`config.mk`:
```
export PLATFORM = sky130hd
export DESIGN_NAME = dtc_timer_pair
export DESIGN_NICKNAME = d
export VERILOG_FILES = /design/src/rtl/dtc_pkg.sv /design/src/rtl/dtc_timer_pair.sv
export VERILOG_INCLUDE_DIRS = /design/src /design/src/rtl
export SDC_FILE = /design/constraint.sdc
export NUM_CORES = 1
export LEC_CHECK = 0
export BUFFER_PORTS_ARGS = -buffer_cell sky130_fd_sc_hd__buf_2
export CAP_MARGIN = 20
export CORE_MARGIN = 2
export CORE_UTILIZATION = 35
export CTS_CLUSTER_DIAMETER = 120
export DETAILED_ROUTE_END_ITERATION = 8
export SYNTH_ARGS = -nofsm -noshare
export SYNTH_HDL_FRONTEND = slang
export SYNTH_SLANG_ARGS = --single-unit
```
`constraint.sdc`:
```
create_clock -name core_clk -period 3.8 [get_ports core_clk]
set_input_delay 0.38 -clock core_clk [delete_from_list [all_inputs] [get_ports core_clk]]
set_output_delay 0.38 -clock core_clk [all_outputs]
set_load 0.05 [all_outputs]
```
`src/rtl/dtc_params.svh`:
```
// Constants of the dual timer/counter pair: addresses, bit positions, phases and codes.
`ifndef DTC_PARAMS_SVH
`define DTC_PARAMS_SVH
`define DTC_ADDR_W 8
`define DTC_ADDR_CTL 8'h00
`define DTC_ADDR_MODE 8'h04
`define DTC_ADDR_TL0 8'h08
`define DTC_ADDR_TH0 8'h0C
`define DTC_ADDR_TL1 8'h10
`define DTC_ADDR_TH1 8'h14
`define DTC_ADDR_ACK 8'h18
`define DTC_TF1 7
`define DTC_TR1 6
`define DTC_TF0 5
`define DTC_TR0 4
`define DTC_IE1 3
`define DTC_IT1 2
`define DTC_IE0 1
`define DTC_IT0 0
`define DTC_GATE1 7
`define DTC_FUNC1 6
`define DTC_MODE1_LSB 4
`define DTC_GATE0 3
`define DTC_FUNC0 2
`define DTC_MODE0_LSB 0
`define DTC_FLAG_MASK 8'hAA
`define DTC_LAST_PHASE 3'h5
`define DTC_UPDATE_PHASE 3'h2
`define DTC_SAMPLE_PHASE 3'h4
`define DTC_PIN_IDLE 4'hF
`define DTC_IRQ_IDLE 2'h3
`define DTC_RESP_OKAY 2'h0
`define DTC_RESP_SLVERR 2'h2
`endif

```
`src/rtl/dtc_pkg.sv`:
```
// Types shared by the dual timer/counter pair.
package dtc_pkg;
    typedef enum logic [1:0] {DTC_MODE13, DTC_MODE16, DTC_MODE8R, DTC_MODESPLIT} dtc_mode_type;
    typedef enum logic [2:0] {DTC_SEL_CTL, DTC_SEL_MODE, DTC_SEL_TL0, DTC_SEL_TH0, DTC_SEL_TL1, DTC_SEL_TH1,
        DTC_SEL_ACK, DTC_SEL_NONE} dtc_sel_type;
    typedef struct packed {
        logic [7:0] tl;
        logic [7:0] th;
        logic ovf;
    } dtc_step_type;
    typedef struct packed {
        logic [7:0] ctl;
        logic [7:0] mode;
        logic [7:0] tl0;
        logic [7:0] th0;
        logic [7:0] tl1;
        logic [7:0] th1;
        logic [2:0] phase;
        logic [3:0] s1;
        logic [3:0] s2;
        logic [3:0] s3;
        logic [3:0] filt;
        logic [1:0] lastSmp;
        logic [1:0] pend;
        logic [1:0] irqPrev;
        logic awHave;
        logic wHave;
        logic [7:0] awAddr;
        logic [7:0] wData;
        logic wLane;
        logic awready;
        logic wready;
        logic bvalid;
        logic [1:0] bresp;
        logic arready;
        logic rvalid;
        logic [31:0] rdata;
        logic [1:0] rresp;
        logic baudTick;
    } dtc_state_type;
endpackage

```
`src/rtl/dtc_timer_pair.sv`:
```
// Dual timer/counter pair with an AXI4-Lite register slave.
//
// Local design decisions: the AXI4-Lite register port and the placing of the registers.
`timescale 1ns/1ps
`include "dtc_params.svh"
module dtc_timer_pair
    import dtc_pkg::*;
(
    input wire logic core_clk,
    input wire logic sys_rst,
    input wire logic s_axi_awvalid,
    output logic s_axi_awready,
    input wire logic [7:0] s_axi_awaddr,
    input wire logic s_axi_wvalid,
    output logic s_axi_wready,
    input wire logic [31:0] s_axi_wdata,
    input wire logic [3:0] s_axi_wstrb,
    output logic s_axi_bvalid,
    input wire logic s_axi_bready,
    output logic [1:0] s_axi_bresp,
    input wire logic s_axi_arvalid,
    output logic s_axi_arready,
    input wire logic [7:0] s_axi_araddr,
    output logic s_axi_rvalid,
    input wire logic s_axi_rready,
    output logic [31:0] s_axi_rdata,
    output logic [1:0] s_axi_rresp,
    input wire logic countPinZero,
    input wire logic countPinOne,
    input wire logic extIrqPinZero,
    input wire logic extIrqPinOne,
    output logic baudTick
);

    dtc_state_type st;
    dtc_state_type n;
    dtc_step_type r0;
    dtc_step_type r1;
    dtc_sel_type wSel;
    dtc_sel_type rSel;
    logic wrEn;
    logic upd;
    logic tick0;
    logic tick1;
    logic thTick;
    logic t0Split;
    logic [1:0] irqEdge;
    logic [7:0] setMask;
    logic [7:0] ctlBase;
    logic [7:0] rByte;

    // Maps a byte address onto a register select.
    function automatic dtc_sel_type dtcDecode(input logic [7:0] a);
        case (a)
            `DTC_ADDR_CTL: dtcDecode = DTC_SEL_CTL;
            `DTC_ADDR_MODE: dtcDecode = DTC_SEL_MODE;
            `DTC_ADDR_TL0: dtcDecode = DTC_SEL_TL0;
            `DTC_ADDR_TH0: dtcDecode = DTC_SEL_TH0;
            `DTC_ADDR_TL1: dtcDecode = DTC_SEL_TL1;
            `DTC_ADDR_TH1: dtcDecode = DTC_SEL_TH1;
            `DTC_ADDR_ACK: dtcDecode = DTC_SEL_ACK;
            default: dtcDecode = DTC_SEL_NONE;
        endcase
    endfunction

    // Advances one timer by one count in the given mode and reports rollover.
    function automatic dtc_step_type dtcStep(input logic [1:0] mode, input logic [7:0] tl,
        input logic [7:0] th, input logic inc);
        dtc_step_type r;
        r.tl = tl;
        r.th = th;
        r.ovf = 1'b0;
        if (inc) begin
            case (dtc_mode_type'(mode))
                DTC_MODE13: begin
                    {r.th, r.tl[4:0]} = {th, tl[4:0]} + 13'h0001;
                    r.ovf = &{th, tl[4:0]};
                end
                DTC_MODE16: begin
                    {r.th, r.tl} = {th, tl} + 16'h0001;
                    r.ovf = &{th, tl};
                end
                DTC_MODE8R: begin
                    if (&tl) begin
                        r.tl = th;
                        r.ovf = 1'b1;
                    end else begin
                        r.tl = tl + 8'h01;
                    end
                end
                default: begin
                    r.tl = tl + 8'h01;
                    r.ovf = &tl;
                end
            endcase
        end
        return r;
    endfunction

    // Next-state logic for the timers, the pin front end and the bus slave.
    always_comb begin
        n = st;
        wrEn = 1'b0;
        ctlBase = st.ctl;
        setMask = 8'h00;
        rByte = 8'h00;
        // Three-stage pin synchroniser; the filtered level follows once stages two and three agree.
        n.s1 = {extIrqPinOne, extIrqPinZero, countPinOne, countPinZero};
        n.s2 = st.s1;
        n.s3 = st.s2;
        n.filt = (st.s2 & st.s3) | (st.filt & (st.s2 ^ st.s3));
        // Six-clock machine cycle.
        n.phase = (st.phase == `DTC_LAST_PHASE) ? 3'h0 : 3'(st.phase + 3'h1);
        upd = (st.phase == `DTC_UPDATE_PHASE);
        // Count pins are sampled once per cycle; a high-then-low pair pends a count.
        if (st.phase == `DTC_SAMPLE_PHASE) begin
            n.lastSmp = st.filt[1:0];
            n.pend = st.pend | (st.lastSmp & ~st.filt[1:0]);
        end
        if (upd) begin
            n.pend = 2'b00;
        end
        t0Split = (st.mode[`DTC_MODE0_LSB +: 2] == DTC_MODESPLIT);
        // Enables combine run, gate and function select; counts are never cleared by run.
        tick0 = upd && st.ctl[`DTC_TR0] && (!st.mode[`DTC_GATE0] || st.filt[2])
            && (st.mode[`DTC_FUNC0] ? st.pend[0] : 1'b1);
        tick1 = upd && (t0Split || st.ctl[`DTC_TR1]) && (!st.mode[`DTC_GATE1] || st.filt[3])
            && (st.mode[`DTC_FUNC1] ? st.pend[1] : 1'b1)
            && (st.mode[`DTC_MODE1_LSB +: 2] != DTC_MODESPLIT);
        thTick = upd && t0Split && st.ctl[`DTC_TR1];
        r0 = dtcStep(st.mode[`DTC_MODE0_LSB +: 2], st.tl0, st.th0, tick0);
        r1 = dtcStep(st.mode[`DTC_MODE1_LSB +: 2], st.tl1, st.th1, tick1);
        n.tl0 = r0.tl;
        n.th0 = r0.th;
        n.tl1 = r1.tl;
        n.th1 = r1.th;
        setMask[`DTC_TF0] = r0.ovf;
        // In split mode the high byte of timer 0 owns the timer 1 flag.
        if (t0Split) begin
            n.th0 = thTick ? st.th0 + 8'h01 : st.th0;
            setMask[`DTC_TF1] = thTick && (&st.th0);
        end else begin
            setMask[`DTC_TF1] = r1.ovf;
        end
        n.baudTick = r1.ovf;
        // External interrupt flags: falling edge or low level as the type bit says.
        irqEdge = st.irqPrev & ~st.filt[3:2];
        n.irqPrev = st.filt[3:2];
        setMask[`DTC_IE0] = st.ctl[`DTC_IT0] ? irqEdge[0] : ~st.filt[2];
        setMask[`DTC_IE1] = st.ctl[`DTC_IT1] ? irqEdge[1] : ~st.filt[3];
        // Write address and data are taken independently.
        if (s_axi_awvalid && st.awready) begin
            n.awHave = 1'b1;
            n.awAddr = s_axi_awaddr;
        end
        if (s_axi_wvalid && st.wready) begin
            n.wHave = 1'b1;
            n.wData = s_axi_wdata[7:0];
            n.wLane = s_axi_wstrb[0];
        end
        if (st.bvalid && s_axi_bready) begin
            n.bvalid = 1'b0;
        end
        // Write commits once both halves are held; a bus write to a count byte wins over counting.
        wSel = dtcDecode(st.awAddr);
        if (st.awHave && st.wHave && !st.bvalid) begin
            wrEn = st.wLane;
            n.awHave = 1'b0;
            n.wHave = 1'b0;
            n.bvalid = 1'b1;
            n.bresp = (wSel == DTC_SEL_NONE) ? `DTC_RESP_SLVERR : `DTC_RESP_OKAY;
            if (st.wLane) begin
                case (wSel)
                    DTC_SEL_CTL: ctlBase = st.wData;
                    DTC_SEL_MODE: n.mode = st.wData;
                    DTC_SEL_TL0: n.tl0 = st.wData;
                    DTC_SEL_TH0: n.th0 = st.wData;
                    DTC_SEL_TL1: n.tl1 = st.wData;
                    DTC_SEL_TH1: n.th1 = st.wData;
                    DTC_SEL_ACK: ctlBase = st.ctl & ~(st.wData & `DTC_FLAG_MASK);
                    default: ctlBase = st.ctl;
                endcase
            end
        end
        // A hardware set in the cycle of a clear keeps the flag.
        n.ctl = ctlBase | setMask;
        // Read path answers one cycle after the address is taken.
        rSel = dtcDecode(s_axi_araddr);
        case (rSel)
            DTC_SEL_CTL: rByte = st.ctl;
            DTC_SEL_MODE: rByte = st.mode;
            DTC_SEL_TL0: rByte = st.tl0;
            DTC_SEL_TH0: rByte = st.th0;
            DTC_SEL_TL1: rByte = st.tl1;
            DTC_SEL_TH1: rByte = st.th1;
            default: rByte = 8'h00;
        endcase
        if (s_axi_arvalid && st.arready) begin
            n.rvalid = 1'b1;
            n.rdata = {24'h000000, rByte};
            n.rresp = (rSel == DTC_SEL_NONE) ? `DTC_RESP_SLVERR : `DTC_RESP_OKAY;
        end else if (st.rvalid && s_axi_rready) begin
            n.rvalid = 1'b0;
        end
        n.awready = !n.awHave && !n.bvalid;
        n.wready = !n.wHave && !n.bvalid;
        n.arready = !n.rvalid;
    end

    // State register; reset clears every register and count byte.
    // The pin chain resets to the idle high level of the pins, so no false level or edge follows reset.
    always_ff @(posedge core_clk or posedge sys_rst) begin
        if (sys_rst) begin
            st <= '0;
            st.s1 <= `DTC_PIN_IDLE;
            st.s2 <= `DTC_PIN_IDLE;
            st.s3 <= `DTC_PIN_IDLE;
            st.filt <= `DTC_PIN_IDLE;
            st.irqPrev <= `DTC_IRQ_IDLE;
        end else begin
            st <= n;
        end
    end

    assign s_axi_awready = st.awready;
    assign s_axi_wready = st.wready;
    assign s_axi_bvalid = st.bvalid;
    assign s_axi_bresp = st.bresp;
    assign s_axi_arready = st.arready;
    assign s_axi_rvalid = st.rvalid;
    assign s_axi_rdata = st.rdata;
    assign s_axi_rresp = st.rresp;
    assign baudTick = st.baudTick;
endmodule

```
### Word level (Yosys, flattened, before mapping)

Index checks and enable logic that the tools add are counted.

* bits of input ports: 63
* output and inout port bits: 42
* logic and storage cells: 173
* bits in registers: 110

* bitwise logic cells: 14
* add/sub/neg operators: 8
* reductions and logical operators: 44
* multiplexer cells: 45
* eq/ne operators: 34

Operator list (count)
* $mux 8: 10
* $mux 32: 2
* $eq 8x5->1 const B: 6
* $pmux 8 s2: 3
* $pmux 8 s6: 1
* $pmux 3 s7: 2
* $mux 17: 2
* $add 16x1->16 const B: 2
* $eq 8x4->1 const B: 4
* $reduce_and 16->1: 2
* $pmux 5 s3: 2
* $eq 3x3->1 const B: 9
* $add 13x1->13 const B: 2
* $reduce_and 13->1: 2
* $add 8x1->8 const B: 3
* $reduce_and 8->1: 3
* $logic_and 1x1->1: 19
* $pmux 3 s3: 2
* $eq 8x3->1 const B: 2
* $logic_not 8->1: 2
* $eq 3x2->1 const B: 5
* $mux 1: 12
* $mux 2: 5
* $and 4x4->4: 2
* other kinds (22): 41

### Logic depth before layout (Yosys ltp)

* depth after elaboration: 10
* depth in mapped cells: 9
* depth with buffers taken out: 8

### Worst setup path after synthesis

No wires, ideal clock.

* kind: register -> register
* from: register st[56] (netlist name)
* to: register st[127] (netlist name)
* data arrival time: 2.147 ns
* required time: 3.676 ns
* path buffers: 1
* period minus slack after synthesis: 2.271 ns
* path slack: 1.529 ns
* library setup time: 0.124 ns
* stages on the path, launching flop included: 8
* cells stage by stage: dfrtp_1 or4_4 or3_4 or4_4 buf_6 o22ai_1 a21oi_1 o21bai_1

RTL lines
* start, declared: RTL line dtc_timer_pair.sv:35 `dtc_state_type st;`
* start signal, assigned: RTL line dtc_timer_pair.sv:221 `st <= n;`

==> metrics.cfg <==
[clocking]
cts.htree.levels = 3
ctsResizeCount = 0
post_cts_buffers = 0
cts_sinks = 108
cts_buffer_depth = 2
numCtsBuffers = 9
hold_buffers = 0
cts_tree = built
path_clk_slew_ps = 80
cts_root_buffer = clkbuf_16
clock_latency_ps = 370

[layout]
nets = 738
num_antenna_cells = 0
final_cell_mix = 90 x dfrtp_1, 83 x nand2_1, 69 x o21ai_0, 51 x buf_2, 34 x nor2_1
final_common_cell = dfrtp_1
area_growth_pct = 9.29
drive_gt1_frac = 0.189

[worst_setup_path]
critPathKind = reg2reg
crit_chain = ha_1 > nand4_1 > or3_1 > a211oi_1 > nand4_1 > xor2_1 > o21ai_0
cp-start-kind = flop
cp_slowest_cell = a211oi_1
path_depth = 7
arrival_ps = 2940
critPathMaxStageDelay_ps = 570
endpoint_kind = flop
path_max_fanout = 8
r2r_cells = 7
crit_family = simple AND/OR/NAND/NOR gates
required_ps = 4090
cp_common_cell = nand4_1
path_buf_inv = 0

[floorplan]
fp.dieW_um = 135
core_region_area_um2 = 16700
start_util = 0.361
die-area_um2 = 18300
num_rows = 47
die_h_um = 135
ios = 105

[route]
wl_per_cell_um = 17.1
met1_length_mm = 7.41
drt_iter0_drc = 396
first_pass_iters = 5
wirelength_mm = 15.2
routed-wl-met3_um = 704
ant_nets = 0
drc_errors = 0
vias_per_cell = 5.46
routed.top_layer = met4
route.met2.wl_mm = 6.79
route.vias.total = 4869

[synthesis]
synth_warnings = 0
synth_edf_count = 0
synth_top_cell_by_area = dfrtp_1
synth_area_um2 = 6020
ys_ff_latch = 108
syn_avg_cell_area_um2 = 9.41
synthCells = 640
async_flop_share = 1.00
ys_types = 58
synthTopCellsByArea = dfrtp_1 37%, dfstp_2 7.9%, o21ai_0 5.7%
seq_area_frac_synth = 0.452
synth-main-ff-cell = dfrtp_1
synth.top_cell.area_share = 0.374

[status]
outcome = complete, no violations

[global_routing]
antenna_found_initial = 0
grt_overflow = 0
grt_pass1_wl_mm = 24.6
grt_usage = 0.172
grt_start_max_net_pins = 65
grt_pass1_vias = 4668

[timing]
setup_viol = 0
finalSetupTns_ps = 0
period_minus_slack_ps = 2650
fin_crit_sh = 0.697
fin_skew_ps = 11.4
tightest_slew_ps = 1000
max_slew_margin = 0.331
hold_viol = 0
rsz0062_at_grt = false
drv_slew = 0
max_freq_mhz = 378

[placement]
port_buffers = 51
dp_hpwl_mm = 11.0
place_congestion = 0.913

[power_and_ir_drop]
p_leak_nw = 2.76
ir_drop_v = 0.000422
p_per_area_nw_per_um2 = 514
total_power_mw = 3.38

[flow_run]
max_cap_viol_count = 0

[worst_hold_path]
hp-class = in2reg
min_path_cells = 1

## kinds of logic after synthesis
kind of cell / Yosys count / share of synthesized area
xor gates and xnor gates: 16 / 0.0233
buffers and inverters: 91 / 0.0862
and+or+nand+nor: 207 / 0.169
muxes: 44 / 0.0802
other: 1 / 0.000623
AOI/OAI and AO/OA: 164 / 0.170
DFF: 108 / 0.452
adders and majority gates: 9 / 0.0187
## area by class of cell
cell class | count | area [um^2]
clock buffer | 11 | 264
sequential | 108 | 2730
inverter | 23 | 88.8
clock inverter | 5 | 48.8
tap | 220 | 275
multi-input combinational | 466 | 2870
fill | 1701 | 10100
timing repair buffer | 58 | 308
## worst register-to-register path, stage by stage (launching register included)
cell	delay [ps]
dfrtp_1	440
ha_1	250
nand4_1	330
or3_1	470
a211oi_1	570
nand4_1	200
xor2_1	170
o21ai_0	160
## metal layers
layer,global-route usage,vias up
met2,0.269,141
met5,0,-
li1,-,2279
met3,0.0374,23
met1,0.245,2426
met4,0.0434,0
## flip-flops by register name, summed over array words and instances, names as in the netlist
name           flops
s_axi_arready      1
n                 10
s_axi_rresp        1
s_axi_rvalid       1
baudTick           1
s_axi_bvalid       1
s_axi_rdata        8
st                82
s_axi_bresp        1
s_axi_wready       1
s_axi_awready      1
## through the flow
stage / hold slack (ps) / setup slack (ps) / instances / util / cell area, um^2
after floorplan: 345 / 604 / 665 / - / 6120
after global placement: 346 / 1300 / 875 / 0.375 / 6270
after detailed placement: 348 / 1240 / 875 / 0.375 / 6270
after CTS: 102 / 1220 / 891 / 0.394 / 6580
after global routing: 89.5 / 920 / 891 / 0.394 / 6580
final: 110 / 1150 / 891 / 0.394 / 6580
## report_power, final
| part | total [mW] | switching [mW] | internal, mW |
|---|---|---|---|
| combinational | 0.666 | 0.407 | 0.259 |
| clock | 0.988 | 0.470 | 0.517 |
| sequential | 1.73 | 0.356 | 1.37 |
## final timing paths
path	start	to	slack [ps]
worst max-delay path	st[94]$_DFF_PP0_	st[92]$_DFF_PP0_	1150
worst min-delay path	extIrqPinZero	n[77]$_DFF_PP1_	110
worst min register to register	n[76]$_DFF_PP1_	n[72]$_DFF_PP1_	360
worst max register to register	st[94]$_DFF_PP0_	st[92]$_DFF_PP0_	1150
min in group asynchronous	sys_rst	st[65]$_DFFE_PP0N_	170
max in group asynchronous	sys_rst	st[72]$_DFF_PP1_	2780
## synthesized netlist by cell type (all sizes together) (3+ instances only)
cell type,count
buf,42
xor2,8
nor3,15
a211oi,14
o22ai,6
nand2,83
xnor2,8
o21ai,70
or3,5
nor4,5
nand2b,6
a21o,6
nand3,20
a22o,11
mux2i,16
nor4b,3
clkbuf,25
and4,4
nor2,34
nor3b,4
and3,6
o21a,4
dfstp,18
and2,3
o31ai,4
nand4,9
a21oi,19
inv,23
mux2,28
o211ai,4
ha,9
dfrtp,90
nor2b,4
o2111ai,4
a31oi,6
a22oi,4
No activity file was read; power rests on OpenSTA's default activity.
